[src/inc/ccsbu_defs.svh]
// Constants for the compare, skip and branch unit
`ifndef CCSBU_DEFS_SVH
`define CCSBU_DEFS_SVH

// Status flag bit positions
`define CCSBU_FLAG_C 0
`define CCSBU_FLAG_Z 1
`define CCSBU_FLAG_N 2
`define CCSBU_FLAG_V 3
`define CCSBU_FLAG_S 4
`define CCSBU_FLAG_H 5

// Program counter steps in words
`define CCSBU_STEP_NEXT 16'h0001
`define CCSBU_STEP_SKIP1 16'h0002
`define CCSBU_STEP_SKIP2 16'h0003

// Reset value of the result registers
`define CCSBU_PC_RESET 16'h0000
`define CCSBU_FLAGS_RESET 8'h00

`endif

[src/inc/ccsbu_pkg.sv]
// Types for the compare, skip and branch unit
package ccsbu_pkg;

	// Operation selected by the decoder, one-hot except OP_NONE, which is all zero
	typedef enum logic [7:0] {
		OP_NONE        = 8'h00,
		OP_INDIRECT_CALL_IND   = 8'h01,
		OP_CMP_SKIP_EQ = 8'h02,
		OP_CMP_IMM     = 8'h04,
		OP_SKIP_RB_CLR = 8'h08,
		OP_SKIP_IO_CLR = 8'h10,
		OP_SKIP_IO_SET = 8'h20,
		OP_BR_FLAG_SET = 8'h40,
		OP_BR_FLAG_CLR = 8'h80
	} ccsbu_op_type;

endpackage : ccsbu_pkg

[src/hw/ccsbu_cmp_flags.sv]
// Subtract-compare flag generator for the compare-with-immediate operation
`timescale 1ns/1ps
`default_nettype none
`include "ccsbu_defs.svh"

module ccsbu_cmp_flags
	import ccsbu_pkg::*;
#(
	parameter int WIDTH = 8
) (
	// Operands
	input  wire logic [WIDTH-1:0] minuend,
	input  wire logic [WIDTH-1:0] subtrahend,
	// Flags before and after
	input  wire logic [7:0]       flagsIn,
	output logic      [7:0]       flagsOut
);

	initial begin
		if (WIDTH < 5) $error("ccsbu_cmp_flags: WIDTH must be at least 5");
	end

	logic [WIDTH-1:0] diff;
	logic             borrowOut;
	logic             halfBorrow;
	logic             ovf;
	logic             neg;

	// Difference is computed but never stored; only flags leave
	assign {borrowOut, diff} = {1'b0, minuend} - {1'b0, subtrahend};
	assign halfBorrow = ({1'b0, minuend[3:0]} < {1'b0, subtrahend[3:0]});
	assign ovf = (minuend[WIDTH-1] & ~subtrahend[WIDTH-1] & ~diff[WIDTH-1])
		| (~minuend[WIDTH-1] & subtrahend[WIDTH-1] & diff[WIDTH-1]);
	assign neg = diff[WIDTH-1];

	// Only Z, N, V, C, H change; sign and the upper flags pass through untouched
	always_comb begin
		flagsOut = flagsIn;
		flagsOut[`CCSBU_FLAG_C] = borrowOut;
		flagsOut[`CCSBU_FLAG_Z] = (diff == '0);
		flagsOut[`CCSBU_FLAG_N] = neg;
		flagsOut[`CCSBU_FLAG_V] = ovf;
		flagsOut[`CCSBU_FLAG_H] = halfBorrow;
	end

endmodule : ccsbu_cmp_flags
`default_nettype wire

[src/hw/ccsbu_unit.sv]
// Compare, skip and branch execution unit of the processor core
`timescale 1ns/1ps
`default_nettype none
`include "ccsbu_defs.svh"

module ccsbu_unit
	import ccsbu_pkg::*;
#(
	parameter int PC_WIDTH  = 16,
	parameter int OFS_WIDTH = 7
) (
	// Clock and reset
	input  wire logic                 mclk,
	input  wire logic                 rst_n,
	// Decoded request from the decoder
	input  wire logic                 opValid,
	input  wire ccsbu_op_type         opCode,
	input  wire logic [PC_WIDTH-1:0]  pcCurrent,
	input  wire logic [2:0]           bitIndex,
	input  wire logic signed [OFS_WIDTH-1:0] branchOffset,
	input  wire logic                 nextIsTwoWord,
	// Operands from register file, immediate, I/O space, pointer pair and status flags
	input  wire logic [7:0]           destinationRegister,
	input  wire logic [7:0]           sourceRegister,
	input  wire logic [7:0]           immediateValue,
	input  wire logic [7:0]           ioRegister,
	input  wire logic [PC_WIDTH-1:0]  pointerPair,
	input  wire logic [7:0]           statusFlagsRegister,
	// Results
	output logic                      pcLoad,
	output logic [PC_WIDTH-1:0]       pcNext,
	output logic                      flagsLoad,
	output logic [7:0]                flagsNext,
	output logic                      skipTaken
);

	initial begin
		if (PC_WIDTH < 2 || PC_WIDTH > 16) $error("ccsbu_unit: PC_WIDTH out of range");
		if (OFS_WIDTH < 2 || OFS_WIDTH >= PC_WIDTH) $error("ccsbu_unit: OFS_WIDTH out of range");
	end

	// Sign-extended relative target, used by both branch kinds
	function automatic logic [PC_WIDTH-1:0] relTarget(input logic [PC_WIDTH-1:0] pc,
		input logic signed [OFS_WIDTH-1:0] ofs);
		logic [PC_WIDTH-1:0] ext;
		ext = PC_WIDTH'(signed'(ofs));
		relTarget = pc + ext + PC_WIDTH'(`CCSBU_STEP_NEXT);
	endfunction : relTarget

	// Bit pick shared by all bit tests
	function automatic logic pickBit(input logic [7:0] val, input logic [2:0] idx);
		pickBit = val[idx];
	endfunction : pickBit

	// Decoded conditions
	wire logic        isCall     = opValid && (opCode == OP_INDIRECT_CALL_IND);
	wire logic        isCmpSkip  = opValid && (opCode == OP_CMP_SKIP_EQ);
	wire logic        isCmpImm   = opValid && (opCode == OP_CMP_IMM);
	wire logic        isSkipRb   = opValid && (opCode == OP_SKIP_RB_CLR);
	wire logic        isSkipIoC  = opValid && (opCode == OP_SKIP_IO_CLR);
	wire logic        isSkipIoS  = opValid && (opCode == OP_SKIP_IO_SET);
	wire logic        isBrSet    = opValid && (opCode == OP_BR_FLAG_SET);
	wire logic        isBrClr    = opValid && (opCode == OP_BR_FLAG_CLR);
	wire logic        flagBit    = pickBit(statusFlagsRegister, bitIndex);

	wire logic        skipEq     = isCmpSkip && (destinationRegister == sourceRegister);
	wire logic        skipRb     = isSkipRb && !pickBit(sourceRegister, bitIndex);
	wire logic        skipIoC    = isSkipIoC && !pickBit(ioRegister, bitIndex);
	wire logic        skipIoS    = isSkipIoS && pickBit(ioRegister, bitIndex);
	wire logic        anySkip    = skipEq | skipRb | skipIoC | skipIoS;
	wire logic        brTaken    = (isBrSet && flagBit) || (isBrClr && !flagBit);

	// Skip distance: 2 over a one-word follower, 3 over a two-word one
	wire logic [PC_WIDTH-1:0] skipStep = nextIsTwoWord ?
		PC_WIDTH'(`CCSBU_STEP_SKIP2) : PC_WIDTH'(`CCSBU_STEP_SKIP1);

	wire logic [7:0] cmpFlags;

	// Flag arithmetic lives apart so the subtractor can be reused
	ccsbu_cmp_flags #(
		.WIDTH (8)
	) u_cmp (
		.minuend    (destinationRegister),
		.subtrahend (immediateValue),
		.flagsIn    (statusFlagsRegister),
		.flagsOut   (cmpFlags)
	);

	// Next program counter: fall-through unless a case redirects it
	logic [PC_WIDTH-1:0] pcSel;
	always_comb begin
		pcSel = pcCurrent + PC_WIDTH'(`CCSBU_STEP_NEXT);
		if (isCall)
			pcSel = pointerPair;
		else if (anySkip)
			pcSel = pcCurrent + skipStep;
		else if (brTaken)
			pcSel = relTarget(pcCurrent, branchOffset);
	end

	logic                pcLoad_r;
	logic [PC_WIDTH-1:0] pcNext_r;
	logic                flagsLoad_r;
	logic [7:0]          flagsNext_r;
	logic                skipTaken_r;

	// Result registers; one cycle after the request is taken
	always_ff @(posedge mclk or negedge rst_n) begin
		if (!rst_n) begin
			pcLoad_r    <= 1'b0;
			pcNext_r    <= PC_WIDTH'(`CCSBU_PC_RESET);
			flagsLoad_r <= 1'b0;
			flagsNext_r <= `CCSBU_FLAGS_RESET;
			skipTaken_r <= 1'b0;
		end else begin
			pcLoad_r    <= opValid && (opCode != OP_CMP_IMM) && (opCode != OP_NONE);
			pcNext_r    <= pcSel;
			flagsLoad_r <= isCmpImm; // only this op writes flags
			flagsNext_r <= isCmpImm ? cmpFlags : statusFlagsRegister;
			skipTaken_r <= anySkip;
		end
	end

	assign pcLoad    = pcLoad_r;
	assign pcNext    = pcNext_r;
	assign flagsLoad = flagsLoad_r;
	assign flagsNext = flagsNext_r;
	assign skipTaken = skipTaken_r;

endmodule : ccsbu_unit
`default_nettype wire

[config.mk]
export PLATFORM = sky130hd
export DESIGN_NAME = ccsbu_unit
export DESIGN_NICKNAME = d
export VERILOG_FILES = /design/src/inc/ccsbu_pkg.sv /design/src/hw/ccsbu_cmp_flags.sv /design/src/hw/ccsbu_unit.sv
export VERILOG_INCLUDE_DIRS = /design/src /design/src/inc
export SDC_FILE = /design/constraint.sdc
export NUM_CORES = 1
export LEC_CHECK = 0
export BUFFER_PORTS_ARGS = -buffer_cell sky130_fd_sc_hd__buf_2
export CAP_MARGIN = 20
export CORE_MARGIN = 2
export CORE_UTILIZATION = 53
export CTS_BUF_LIST = sky130_fd_sc_hd__clkbuf_4 sky130_fd_sc_hd__clkbuf_8
export CTS_CLUSTER_DIAMETER = 200
export CTS_CLUSTER_SIZE = 8
export DETAILED_ROUTE_END_ITERATION = 12
export HOLD_SLACK_MARGIN = 0.03
export PLACE_DENSITY = 0.84
export SKIP_CTS_REPAIR_TIMING = 1
export SYNTH_ARGS = -nofsm -noshare
export SYNTH_HDL_FRONTEND = slang
export SYNTH_HIERARCHICAL = 1
export SYNTH_SLANG_ARGS = --single-unit
[constraint.sdc]
create_clock -name mclk -period 0.8 [get_ports mclk]
set_input_delay 0.04 -clock mclk [delete_from_list [all_inputs] [get_ports mclk]]
set_output_delay 0.04 -clock mclk [all_outputs]
set_load 0.02 [all_outputs]
==> results of run 1 <==
## metrics by stage
stage	setup slack [ns]	hold WS, ns	utilization [%]	instances	area [µm²]
3_5_place_dp	-1.497	0.001528	85.04	741	5400
4_1_cts	-1.223	-0.3045	85.81	745	5449
2_1_floorplan	-1.275	-0.2556	-	431	3827
3_3_place_gp	-1.432	-0.001604	85.04	741	5400
## metal layers
metal	global-route usage, %	GRT overflow
met1	80.85	0
met2	106.1	135
met3	70.62	7
met4	103.2	88
met5	23.08	1
## cell families after synthesis
family / count (synthesis) / share of synthesized area (%)
compound gates: 96 / 18.69
xor+xnor: 45 / 11.28
fa+ha+maj: 29 / 10.81
buf+inv: 38 / 5.012
flops: 27 / 19.33
mux: 29 / 10.99
simple gates: 167 / 23.88
==> impl_metrics.toml, run 1 <==
[placed_design]
place_congestion = 0.9282
dpl.hpwl_um = 10400
port_buffers = 120

[yosys]
synth_top_cell_by_area = "dfrtp_1"
synth_top_area_share_pct = 19.33
synth_commonest_cells = "47 x nor2_1, 31 x nand2_1, 28 x xnor2_1, 27 x dfrtp_1, 27 x ha_1"
yosysWarnings = 6
netlist_area_um2 = 3495
syn_area_per_cell_um2 = 8.108
synth.area.top_cells = "dfrtp_1 19%, ha_1 9.7%, xnor2_1 7.0%"
synth-seq-area-share_pct = 19.33
synthArstFlopShare_pct = 100.0
synthFlopType = "dfrtp_1"
netlist-cell-type-count = 57
synth_edf_count = 0
yosysMostFrequentCell = "nor2_1"
synth_nets = 554
syn-instance-count = 431
ys_seq_elements = 27

[clock_network]
cts_made_buffers = 3
cts_buffer_depth = 2
clock_sinks = 27
clock_tree.root_cell = "clkbuf_8"
cts_max_level = 1

[die]
initial_core_util_pct = 55.03
die_h_um = 85.20
ioPinCount = 121
rows = 29
chipWidth_um = 85.20

[timing]
endpoint_type = "register input"
crit_endpoint = "pcNext[9]$_DFF_PN0_/D"

[global_route]
overflow = 231
track_usage_pct = 87.40
grt_max_degree = 28

[run_status]
error = "[ERROR GRT-0232] Routing congestion too high. Check the congestion heatmap in the GUI."
stop_stage = "global routing (5_1_grt)"
status = "did not finish"
==> inputs of run 2 (changes only) <==
--- a/config.mk
+++ b/config.mk
@@ -9,13 +9,9 @@
 export BUFFER_PORTS_ARGS = -buffer_cell sky130_fd_sc_hd__buf_2
 export CAP_MARGIN = 20
 export CORE_MARGIN = 2
-export CORE_UTILIZATION = 53
-export CTS_BUF_LIST = sky130_fd_sc_hd__clkbuf_4 sky130_fd_sc_hd__clkbuf_8
-export CTS_CLUSTER_DIAMETER = 200
-export CTS_CLUSTER_SIZE = 8
+export CORE_UTILIZATION = 40
 export DETAILED_ROUTE_END_ITERATION = 12
-export HOLD_SLACK_MARGIN = 0.03
-export PLACE_DENSITY = 0.84
+export PLACE_DENSITY_LB_ADDON = 0.15
 export SKIP_CTS_REPAIR_TIMING = 1
 export SYNTH_ARGS = -nofsm -noshare
 export SYNTH_HDL_FRONTEND = slang
==> impl_metrics.toml, run 2 <==
[global_route]
grt_max_degree = 28
antenna_found_initial = 0
grt_pass1_vias = 4037
grt_pass1_wl_um = 18150
overflow = 0
track_usage_pct = 22.81

[yosys]
synthSimpleGateAreaFrac_pct = 23.88
yosysMostFrequentCell = "nor2_1"
synth_top_area_share_pct = 19.33
synth_top_family_by_area = "simple AND/OR/NAND/NOR gates"
yosysWarnings = 6
synth_top_cell_by_area = "dfrtp_1"
synth.area.top_cells = "dfrtp_1 19%, ha_1 9.7%, xnor2_1 7.0%"
synth-seq-area-share_pct = 19.33
syn-instance-count = 431
synthArstFlopShare_pct = 100.0
synth-compound-area-share_pct = 18.69
synth-adder-area-share_pct = 10.81
muxShareOfSynthArea_pct = 10.99
netlist-cell-type-count = 57
synth_edf_count = 0
synthXorXnorAreaFrac_pct = 11.28
synth_commonest_cells = "47 x nor2_1, 31 x nand2_1, 28 x xnor2_1, 27 x dfrtp_1, 27 x ha_1"
netlist_area_um2 = 3495
synth_nets = 554
synthFlopType = "dfrtp_1"
syn_area_per_cell_um2 = 8.108
ys_seq_elements = 27

[clock_network]
cts_max_level = 1
clock_sinks = 27
cts_buffer_depth = 2
cts_made_buffers = 3
path_clk_slew_ns = 0.09
clock_tree.root_cell = "clkbuf_8"
cts_tree = "built"

[die]
die-area_um2 = 9500
ioPinCount = 121
die_h_um = 97.47
core_um2 = 8593
rows = 34
initial_core_util_pct = 40.67
chipWidth_um = 97.47

[min_path]
hold_path_end = "pcNext[7]$_DFF_PN0_"
hp-class = "input pin to register"
whs_path_depth = 2
worstHoldStart = "pointerPair[7]"

[timing]
tightest_slew_ns = 0.4798
relSlewSlack_pct = 67.19
finalHoldViolCount = 0
fin_ws_ns = -1.182
setup_viol = 53
rsz0062_at_grt = "yes"
hold_slack_ns = 0.008313
min_period_ns = 1.982
final.period_utilization_pct = 247.8
slew_viol_final = 0
fmax_ghz = 0.5044

[layout]
area_growth_pct = 79.16
final-seq-area_um2 = 675.6
final_common_cell = "buf_4"
mostFrequentLayoutCells = "127 x buf_4, 81 x buf_2, 50 x buf_6"
multi_input_area_um2 = 3194
nets = 812
diodes = 0
fill_cells = 659
layout-drive-gt1-share_pct = 54.07
largest_reg_flops = 16

[critical_path]
crit_fanout = 4
critPathKind = "input pin to register"
cpPeakStageDelay_ns = 0.43
crit_path_cell_trace = "buf_8 -> ha_4 -> nor2b_4 -> o31a_1 -> or4_4 -> a311o_1 -> xor2_1 -> a211o_1 -> a22o_1"
critical_path.endpoint_type = "register"
crit_required_ns = 0.97
cp-start-kind = "input pin"
crit_start = "pcCurrent[1]"
cpMaxStageDelayCell = "or4_4"
cp.arrival_ns = 2.15

[routing]
dr.pass1.iters = 4
drt_iter0_markers = 138
via_per_inst = 5.322
drt-total-wl_um = 11940
drc = 0
ant_nets = 0
wire_per_inst_um = 15.00
vias = 4236

[power_and_ir_drop]
peakVddDrop_mv = 0.8478
p_per_area_nw_per_um2 = 899.4
power.leakage_nw = 2.885

[run_status]
violations = "negative setup slack"
status = "complete, but fails checks"

[placed_design]
dpl.hpwl_um = 9463
port_buffers = 120
dpl_worst_slack_ns = -1.494
place_congestion = 0.9349

[job]
drv_cap = 0
==> run 2: per-layer routing <==
layer | track usage (%) | vias to the layer above | wire [µm]
met5 | 0 | - | 0
met1 | 30.03 | 2006 | 5069
li1 | - | 2088 | -
met4 | 3.846 | 0 | 98
met3 | 2.878 | 8 | 629
met2 | 40.58 | 134 | 6142
==> run 2: worst max-delay path by stage <==
stage	slack (ns)	depth (start not counted)	to
after CTS	-1.20	9	pcNext[9]$_DFF_PN0_
after global placement	-1.46	9	pcNext[9]$_DFF_PN0_
after detailed placement	-1.49	9	pcNext[10]$_DFF_PN0_
after global routing	-1.24	9	pcNext[9]$_DFF_PN0_
after floorplan	-1.28	8	pcNext[9]$_DFF_PN0_
final	-1.18	9	pcNext[9]$_DFF_PN0_
==> run 2: area by class of cell <==
cell class / count / share of cell area (%)
multi-input combinational: 366 / 51.02
clock inverter: 1 / 0.1199
inverter: 18 / 1.439
clock buffer: 3 / 0.6595
tap: 108 / 2.158
timing repair buffer: 273 / 33.81
sequential: 27 / 10.79
==> run 2: critical path, delay by kind of cell <==
kind | cells | cell delay (ns)
AO/OA/AOI/OAI | 4 | 1.08
adder cells (fa/ha/maj) | 1 | 0.22
AND/OR/NAND/NOR | 2 | 0.55
buffers and inverters | 1 | 0.10
XOR/XNOR | 1 | 0.17
==> run 2: kinds of logic after synthesis <==
logic type,after synthesis
AOI/OAI and AO/OA,96
DFF,27
buffers and inverters,38
adders and majority gates,29
xor gates and xnor gates,45
muxes,29
and+or+nand+nor,167
==> run 2: power breakdown <==
group          internal, W  switching, W  total (W)
registers          0.00144     0.0000435    0.00149
logic              0.00178       0.00153    0.00332
clock network     0.000354      0.000475   0.000829
==> run 2: metrics by stage <==
step | cells | power (W) | cell area [µm²] | TNS, ns | util, %
final | 796 | 0.005631 | 6261 | -22.44 | 72.86
after global routing | 796 | 0.005979 | 6261 | -25.00 | 72.86
after CTS | 775 | 0.005091 | 5468 | -25.27 | 63.63
after detailed placement | 771 | 0.004249 | 5419 | -31.80 | 63.06
after global placement | 771 | 0.004188 | 5419 | -30.88 | 63.06
after floorplan | 431 | 0.003000 | 3827 | -23.33 | -
(Power assumes the default switching activity.)
